### src/pkg/ris_params.svh
// Timing counts and reset values for the reset and start-up sequencer
`ifndef RIS_PARAMS_SVH
`define RIS_PARAMS_SVH
`define RIS_CLK_MHZ 250
`define RIS_SKEW_NS 50
`define RIS_SKEW_CYC ((`RIS_SKEW_NS * `RIS_CLK_MHZ) / 1000)
`define RIS_FPR_MS 100
`define RIS_EE_WORDS 8
`define RIS_EE_IDX_W 3
`define RIS_REFCLK_EN_RST 1'b1
`define RIS_REFCLK_EN_BIT 0
`endif

### src/pkg/ris_pkg.sv
// Types shared by the reset and start-up sequencer
package ris_pkg;
   typedef enum logic [2:0] {
      RIS_ST_RESET = 3'b000,
      RIS_ST_STRAP = 3'b001,
      RIS_ST_LOAD = 3'b011,
      RIS_ST_ENABLE = 3'b010,
      RIS_ST_RUN = 3'b110,
      RIS_ST_SUSPEND = 3'b111
   } ris_state_e;
   typedef logic [15:0] ris_word_t;
endpackage : ris_pkg

### src/hw/ris_sync.sv
// Two-flop synchroniser for pin inputs
`timescale 1ns/1ps
`default_nettype none
module ris_sync (
   input wire logic clk_i,
   input wire logic rst_i,
   input wire logic d_i,
   output logic q_o
);
   logic meta;
   always_ff @(posedge clk_i or posedge rst_i) begin
      if (rst_i) begin
         meta <= 1'b0;
         q_o <= 1'b0;
      end else begin
         meta <= d_i;
         q_o <= meta;
      end
   end
endmodule : ris_sync
`default_nettype wire

### src/hw/ris_seq.sv
// Reset and start-up sequencer for the link bridge
// What this block does
// - Fundamental reset low returns all logic default except suspend flag, skew monitor and most pin synchronisers
// - Sample straps when fundamental reset releases
// - Copy attached EEPROM into configuration registers
// - Reset, load, enable interface, then software
// - Strap low adapter, strap high root complex
// - Adapter enables link port; USB waits software
// - Root complex enables USB; link training after load, link port never
// - Auxiliary reset clears auxiliary-powered circuitry
// - Suspend on USB suspend in root complex mode or D3cold in adapter mode
`timescale 1ns/1ps
`default_nettype none
`include "ris_params.svh"
module ris_seq (
   input wire logic clk_i,
   input wire logic sys_rst_i,
   input wire logic fundamental_reset_n_i,
   input wire logic aux_power_on_reset_n_i,
   input wire logic root_complex_mode_strap_i,
   input wire logic ee_present_i,
   input wire logic ee_valid_i,
   input wire logic [15:0] ee_data_i,
   input wire logic sw_usb_enable_i,
   input wire logic sw_ref_clock_out_enable_i,
   input wire logic sw_ref_clock_wr_i,
   input wire logic usb_suspend_i,
   input wire logic d3cold_i,
   input wire logic wake_i,
   output logic ee_req_o,
   output logic [2:0] ee_addr_o,
   output logic root_complex_mode_o,
   output logic link_enum_enable_o,
   output logic usb_enum_enable_o,
   output logic link_training_enable_o,
   output logic config_ready_o,
   output logic suspend_o,
   output logic ref_clock_out_enable_o,
   output logic [15:0] cfg_word_o,
   output logic reset_skew_err_o
);
   // ============================================================
   // Input synchronisers
   // The fundamental reset pin joins an async core reset so no core logic runs while it is low
   logic core_rst;
   logic aux_rst;
   logic fund_ok;
   logic aux_ok;
   logic strap_s;
   logic present_s;
   logic suspend_req_s;
   logic wake_s;
   assign core_rst = sys_rst_i | ~fundamental_reset_n_i;
   assign aux_rst = sys_rst_i | ~aux_power_on_reset_n_i;
   ris_sync u_fund (.clk_i(clk_i), .rst_i(aux_rst), .d_i(fundamental_reset_n_i), .q_o(fund_ok));
   ris_sync u_aux (.clk_i(clk_i), .rst_i(sys_rst_i), .d_i(aux_power_on_reset_n_i), .q_o(aux_ok));
   // Straps keep tracking their pins through fundamental reset, so the
   // first edge after release already sees settled values
   ris_sync u_strap (.clk_i(clk_i), .rst_i(sys_rst_i), .d_i(root_complex_mode_strap_i),
      .q_o(strap_s));
   ris_sync u_pres (.clk_i(clk_i), .rst_i(sys_rst_i), .d_i(ee_present_i), .q_o(present_s));
   ris_sync u_susp (.clk_i(clk_i), .rst_i(core_rst),
      .d_i(root_complex_mode_o ? usb_suspend_i : d3cold_i), .q_o(suspend_req_s));
   ris_sync u_wake (.clk_i(clk_i), .rst_i(aux_rst), .d_i(wake_i), .q_o(wake_s));

   // ============================================================
   // Sequencer state
   ris_pkg::ris_state_e state;
   logic [`RIS_EE_IDX_W-1:0] ee_idx;
   logic load_last;
   assign load_last = ee_valid_i && (ee_idx == `RIS_EE_IDX_W'(`RIS_EE_WORDS - 1));

   always_ff @(posedge clk_i or posedge core_rst) begin
      if (core_rst) begin
         state <= ris_pkg::RIS_ST_RESET;
      end else begin
         unique case (state)
            ris_pkg::RIS_ST_RESET: begin
               state <= ris_pkg::RIS_ST_STRAP;
            end
            ris_pkg::RIS_ST_STRAP: begin
               // Skipping the load leaves the default configuration in place
               state <= present_s ? ris_pkg::RIS_ST_LOAD : ris_pkg::RIS_ST_ENABLE;
            end
            ris_pkg::RIS_ST_LOAD: begin
               if (load_last) begin
                  state <= ris_pkg::RIS_ST_ENABLE;
               end
            end
            ris_pkg::RIS_ST_ENABLE: begin
               state <= ris_pkg::RIS_ST_RUN;
            end
            ris_pkg::RIS_ST_RUN: begin
               if (suspend_req_s) begin
                  state <= ris_pkg::RIS_ST_SUSPEND;
               end
            end
            ris_pkg::RIS_ST_SUSPEND: begin
               if (!suspend_req_s) begin
                  state <= ris_pkg::RIS_ST_RUN;
               end
            end
            default: begin
               state <= ris_pkg::RIS_ST_RESET;
            end
         endcase
      end
   end

   // ============================================================
   // Strap capture, clocked after release, never inside the reset
   always_ff @(posedge clk_i or posedge core_rst) begin
      if (core_rst) begin
         root_complex_mode_o <= 1'b0;
      end else if (state == ris_pkg::RIS_ST_RESET) begin
         root_complex_mode_o <= strap_s;
      end
   end

   // ============================================================
   // EEPROM load into the configuration word
   always_ff @(posedge clk_i or posedge core_rst) begin
      if (core_rst) begin
         ee_idx <= '0;
         ee_req_o <= 1'b0;
         ee_addr_o <= '0;
      end else begin
         ee_req_o <= (state == ris_pkg::RIS_ST_LOAD) && !load_last;
         if (state == ris_pkg::RIS_ST_LOAD && ee_valid_i) begin
            ee_idx <= ee_idx + 1'b1;
         end
         ee_addr_o <= (state == ris_pkg::RIS_ST_LOAD && ee_valid_i) ? ee_idx + 1'b1 : ee_idx;
      end
   end

   always_ff @(posedge clk_i or posedge core_rst) begin
      if (core_rst) begin
         cfg_word_o <= 16'h0000;
      end else if (state == ris_pkg::RIS_ST_LOAD && ee_valid_i) begin
         cfg_word_o <= ee_data_i;
      end
   end

   // ============================================================
   // Interface enables
   logic running;
   assign running = (state == ris_pkg::RIS_ST_RUN);
   always_ff @(posedge clk_i or posedge core_rst) begin
      if (core_rst) begin
         link_enum_enable_o <= 1'b0;
         usb_enum_enable_o <= 1'b0;
         link_training_enable_o <= 1'b0;
         config_ready_o <= 1'b0;
      end else begin
         link_enum_enable_o <= running && !root_complex_mode_o;
         // USB stays off in adapter operation until software turns it on
         usb_enum_enable_o <= running && (root_complex_mode_o || sw_usb_enable_i);
         link_training_enable_o <= running;
         config_ready_o <= running;
      end
   end

   // ============================================================
   // Suspend flag lives in the auxiliary domain so wake detection survives
   always_ff @(posedge clk_i or posedge aux_rst) begin
      if (aux_rst) begin
         suspend_o <= 1'b0;
      end else if (state == ris_pkg::RIS_ST_RUN && suspend_req_s) begin
         // Entry lasts one cycle and is tested first, so it wins over a wake in that cycle
         suspend_o <= 1'b1;
      end else if (wake_s) begin
         suspend_o <= 1'b0;
      end
   end

   // ============================================================
   // Reference clock output enable
   always_ff @(posedge clk_i or posedge core_rst) begin
      if (core_rst) begin
         ref_clock_out_enable_o <= `RIS_REFCLK_EN_RST;
      end else if (state == ris_pkg::RIS_ST_LOAD && ee_valid_i) begin
         ref_clock_out_enable_o <= ee_data_i[`RIS_REFCLK_EN_BIT];
      end else if (sw_ref_clock_wr_i) begin
         ref_clock_out_enable_o <= sw_ref_clock_out_enable_i;
      end
   end

   // ============================================================
   // Skew monitor for tied resets; longer mismatch means they are not tied
   logic [7:0] skew_cnt;
   always_ff @(posedge clk_i or posedge sys_rst_i) begin
      if (sys_rst_i) begin
         skew_cnt <= 8'h00;
         reset_skew_err_o <= 1'b0;
      end else if (fund_ok != aux_ok) begin
         if (skew_cnt <= 8'(`RIS_SKEW_CYC)) begin
            skew_cnt <= skew_cnt + 8'h01;
         end
         reset_skew_err_o <= (skew_cnt >= 8'(`RIS_SKEW_CYC));
      end else begin
         skew_cnt <= 8'h00;
         reset_skew_err_o <= 1'b0;
      end
   end
endmodule : ris_seq
`default_nettype wire

### config.mk
export PLATFORM = sky130hd
export DESIGN_NAME = ris_seq
export DESIGN_NICKNAME = d
export VERILOG_FILES = /design/src/pkg/ris_pkg.sv /design/src/hw/ris_sync.sv /design/src/hw/ris_seq.sv
export VERILOG_INCLUDE_DIRS = /design/src /design/src/pkg
export SDC_FILE = /design/constraint.sdc
export NUM_CORES = 1
export LEC_CHECK = 0
export ABC_AREA = 1
export BUFFER_PORTS_ARGS = -buffer_cell sky130_fd_sc_hd__buf_4
export CORE_MARGIN = 10
export CORE_UTILIZATION = 46
export CTS_CLUSTER_SIZE = 14
export DETAILED_ROUTE_END_ITERATION = 6
export HOLD_SLACK_MARGIN = 0.05
export PLACE_DENSITY_LB_ADDON = 0.08
export SYNTH_ARGS = -nofsm -noshare
export SYNTH_HDL_FRONTEND = slang
export SYNTH_SLANG_ARGS = --single-unit
### constraint.sdc
create_clock -name clk_i -period 2.3 [get_ports clk_i]
set_clock_uncertainty 0.2 [all_clocks]
set_input_delay 0.345 -clock clk_i [delete_from_list [all_inputs] [get_ports clk_i]]
set_output_delay 0.345 -clock clk_i [all_outputs]
set_load 0.02 [all_outputs]
[Word level (Yosys, flattened, before mapping)]
Index checks and enable logic that the tools add are counted.
Cells by class
  add/sub/neg operators: 2
  multiply operators: 0
  div/mod/pow operators: 0
  order comparisons: 2
  eq/ne operators: 11
  shift-type cells: 0
  multiplexer cells: 13
  bitwise logic cells: 4
  reductions and logical operators: 13
Operators with widths (count)
  one-hot mux 3 bit (6 select lines): 1
  2-to-1 mux 8 bit: 2
  == test 3 bit (second input constant): 3
  2-to-1 mux 3 bit: 3
  adder 8 x 1 -> 8 bit (second input constant): 1
  greater-or-equal comparator 8 x 4 -> 1 bit (second input constant): 1
  less-or-equal comparator 8 x 4 -> 1 bit (second input constant): 1
  2-to-1 mux 1 bit: 7
  == test 3 x 2 -> 1 bit (second input constant): 2
  logical AND 1 bit: 6
  inequality test 2 x 1 -> 1 bit (second input constant): 2
  inequality test 2 bit (second input constant): 2
  nonzero test 2 bit: 2
  adder 3 x 1 -> 3 bit (second input constant): 1
  == test 3 x 1 -> 1 bit (second input constant): 1
  zero test 3 bit: 1
  AND reduction 3 bit: 1
  zero test 1 bit: 2
  inverter 1 bit: 2
  OR 1 bit: 2
  logical OR 1 bit: 1
  inequality test 1 bit: 1
Word-level totals
  flip-flop bits (word level): 50
  latch bits: 0
  RAM bits: 0
  ROM bits: 0
  input port bits: 29
  logic and storage cells: 69
  memories kept: 0

[Logic depth before layout (Yosys ltp)]
  word-level depth: 4
  depth in mapped cells: 7
  depth with buffers taken out: 7

[Modules after synthesis]
Synthesis repeated with hierarchy kept, for this count alone.
Second synthesis, totals
  cell total of the unflattened synthesis: 210
  area, all modules: 2016.9 sq um
By module, submodules not included
  ris_seq: times used 1, cells each 192, area each 1694.1 sq um, sequential area each 952.2 sq um
  ris_sync: times used 6, cells each 3, area each 53.8 sq um, sequential area each 50.0 sq um

[Worst setup path after synthesis]
OpenSTA, ideal clock, no wires.
  kind: register to register
  from: reg ee_idx[0]
  to: reg state[0]
  library setup time: 0.117 ns
  arrival: 1.081 ns
  required time: 1.983 ns
  path slack: 0.902 ns
  cell stages (with the launch flop): 7
  buffers on the path: 0
  clock period less this slack: 1.398 ns
  cell sequence: dfrtp_1 -> ha_1 -> ha_1 -> nand2_1 -> nand2_1 -> nand3_1 -> nand2_1
Between the ends
  cells in the longest elaborated chain, start to end: 4
Ends and longest elaborated chain
  start: declaration: line ris_seq.sv:69  | logic [`RIS_EE_IDX_W-1:0] ee_idx;
  start signal: assignment: line ris_seq.sv:130  | ee_idx <= ee_idx + 1'b1;
  == test 3 bit: line ris_seq.sv:71  | assign load_last = ee_valid_i && (ee_idx == `RIS_EE_IDX_W'(`RIS_EE_WORDS - 1));
  logical AND 1 bit: line ris_seq.sv:71
  inequality test 2 bit (no line)
  AND reduction 3 bit (no line)
  end signal: assignment: line ris_seq.sv:75  | state <= ris_pkg::RIS_ST_RESET;
  end signal: assignment: line ris_seq.sv:79  | state <= ris_pkg::RIS_ST_STRAP;
  end signal: assignment: line ris_seq.sv:83  | state <= present_s ? ris_pkg::RIS_ST_LOAD : ris_pkg::RIS_ST_ENABLE;
  end: declaration: line ris_seq.sv:68  | ris_pkg::ris_state_e state;
Every way passes these cells.
A chain may end at the register's enable or synchronous reset.

[Final worst setup path]
  from: in d3cold_i
  to: reg u_susp.meta
Between the ends
  cells in the longest elaborated chain, start to end: 1
Ends and longest elaborated chain
  start: declaration: line ris_seq.sv:28  | input wire logic d3cold_i,
  2-to-1 mux 1 bit: line ris_seq.sv:63  | .d_i(root_complex_mode_o ? usb_suspend_i : d3cold_i), .q_o(suspend_req_s));
  via u_susp.d_i: line ris_sync.sv:7  | input wire logic d_i,
  end signal: assignment: line ris_sync.sv:16  | meta <= d_i;
  end: declaration: line ris_sync.sv:10  | logic meta;
The timed path passes the listed nets, and every way through them passes these cells.

==> run_results.csv <==
group,metric,value,unit
floorplanning,design.core.area,0.00409,mm²
power,power-per-cell-area,718,mW/mm²
final_layout,drive_above_1_share,23.7,%
worst_setup_path,crit_type,"in -> reg",
sta,fin_crit_sh,72.8,%
sta,relSlewSlack,61.8,%
yosys,syn_area_per_cell,9.45,µm²
yosys,synth_fp_nets,242,
sta,rsz0062_at_grt,"no",
sta,report.final.slew_viol_count,0,
placed_design,io_buffers,56,
yosys,synthTopCellsByArea,"dfrtp_1, nand2_1, inv_1",
routing,drt-total-wl,4.47,mm
placed_design,gp_congestion,0.797,
flow_run,drv_cap,0,
final_layout,final_util,67.7,%
floorplanning,rows,23,
final_layout,syn2layout_area_growth,40.1,%
sta,timing.hold.ws,0.0686,ns
worst_setup_path,path_max_fanout,1,
grt,antenna_found_initial,0,
sta,fmax,597,MHz
clocking,cts_resized,0,
routing,wire_per_inst,13.0,µm
yosys,yosys_warnings,0,
routing,drt.antenna.violating_nets,0,
worst_setup_path,cp_top_family,"buffers and inverters",
clocking,cts_buffer_depth,2,
routing,drtIter0Drc,94,
routing,vias,1595,
worst_setup_path,cp.depth,5,
power,leakagePower,0.00154,µW
worst_setup_path,cp.arrival,1.66,ns
yosys,ys_seq_area_share,63.4,%
worst_setup_path,end_kind,"register",
clocking,cts_sinks,50,
yosys,synth_area,0.00198,mm²
sta,fin_crit,1.67,ns
clocking,ctsRootBufferMaster,"clkbuf_8",
routing,first_pass_iters,5,
yosys,yosys_register_bits,50,
clocking,cts_tree,"built",
min_path,whs_path_depth,3,
sta,fin_tns_setup,0,ns
worst_setup_path,reg2regPathDepth,6,
worst_setup_path,worst-path-buf-inv,3,
final_layout,final_nets,327,
floorplanning,die_h,85.5,µm
grt,grt_pass1_vias,1574,
worst_setup_path,critPathLaunchType,"input port",
min_path,hp-class,"in -> reg",
yosys,netlist.area_leader.share,62.1,%
yosys,ys_types,21,
clocking,ctsHoldBuffers,25,
sta,hold_violations,0,
floorplanning,die_area,0.00732,mm²
clocking,clkLatencyLatePin,0.30,ns
worst_setup_path,crit_chain,"dlygate4sd3_1 > buf_4 > nand2_1 > nand2_1 > dlygate4sd3_1",
final_layout,diodes,0,
clocking,numCtsBuffers,5,
clocking,cts.clk_slew.worst_paths,0.08,ns
floorplanning,io_pins,57,
routing,vias_per_cell,4.62,
floorplanning,start_util,48.3,%
power,power,1990,µW
clocking,ctsHtreeMaxLevel,2,
grt,grt_overflow,0,
placed_design,hpwlAfterDp,3.00,mm
yosys,yosys.area.top_type,"dfrtp_1",
routing,drc_errors,0,
worst_setup_path,max_stage_delay,0.56,ns
worst_setup_path,cp_slowest_cell,"dlygate4sd3_1",
sta,worst_slew_pin_slew,0.573,ns
floorplanning,die_w,85.5,µm
grt,grt_max_degree,31,
yosys,synth_cells,209,
status,status,"complete, no violations",
worst_setup_path,crit_required,2.29,ns
power,peakVddDrop,0.459,mV
sta,setup_viol,0,
grt,grt_pass1_wl,7.52,mm
grt,grt_usage,12.6,%
clocking,post_cts_buffers,0,
through the flow:
stage | area, µm² | setup slack (ns) | std cells
after floorplan | 1980 | 0.0978 | 209
after global placement | 2440 | 0.823 | 312
after detailed placement | 2440 | 0.780 | 312
after CTS | 2770 | 0.655 | 345
after global routing | 2770 | 0.595 | 345
final | 2770 | 0.625 | 345
Yosys cell counts, drive strengths merged:
master	number
a21oi	2
buf	5
dfrtp	49
dfstp	1
ha	4
inv	24
nand2	86
nand3	9
nand3b	1
nand4	4
nor2	16
o21ai	3
o22ai	1
xnor2	1
xor2	3
routing by layer:
metal / wire length [µm] / global-route usage (%)
met1: 1980 / 14.9
met2: 2080 / 20.0
met3: 313 / 4.45
met4: 99 / 5.84
met5: 0 / 0
kinds of logic after synthesis:
| group | after synthesis | share of synthesized area, % |
|---|---|---|
| adders and majority gates | 4 | 2.53 |
| buffers and inverters | 29 | 6.52 |
| and+or+nand+nor | 116 | 24.2 |
| DFF | 50 | 63.4 |
| xor gates and xnor gates | 4 | 1.77 |
| AOI/OAI and AO/OA | 6 | 1.58 |
worst reg2reg max path, stage by stage, from the launching register on:
cell and delay (ns):
dfrtp_1 0.39, inv_1 0.14, nand3_2 0.12, nor2_4 0.20, buf_4 0.24, nand2_1 0.09, o21ai_0 0.09
area by class of cell:
| class | count | area (µm²) |
|---|---|---|
| timing repair buffer | 83 | 686 |
| inverter | 24 | 90.1 |
| sequential | 50 | 1250 |
| multi-input combinational | 130 | 597 |
| clock buffer | 8 | 80.1 |
| fill | 339 | 1320 |
| tap | 50 | 62.6 |
where the power goes:
group          internal [µW]  switching [µW]  leakage [µW]  total, µW
Sequential               973            67.9      0.000634       1040
Clock                    217             275     0.0000395        491
Combinational            209             247      0.000866        456
Total                   1400             589       0.00154       1990
sequential cells by signal (all words and copies together), names as in the netlist, 3 cells and up:
name and cells:
state 3, cfg_word_o 16, skew_cnt 8, ee_idx 3
final timing paths:
path,from,endpoint,slack (ns)
min in group asynchronous,sys_rst_i,u_strap.meta,0.48
max,d3cold_i,u_susp.meta,0.63
max reg2reg,state[2],ref_clock_out_enable_o,0.77
min reg2reg,u_aux.meta,u_aux.q_o,0.15
max in group asynchronous,sys_rst_i,u_fund.meta,0.80
min,sw_usb_enable_i,usb_enum_enable_o,0.07
cells in the final DEF, fill, tap and decap left out, drive strengths merged:
cell type    instances
xor2                 3
xnor2                1
dfrtp               49
nand3b               1
ha                   4
nand2               86
a21oi                2
buf                 58
o21ai                3
o22ai                1
nand4                4
clkbuf               8
inv                 24
nor2                16
dlygate4sd3         25
dfstp                1
nand3                9
Power figures use the tool's default switching activity.
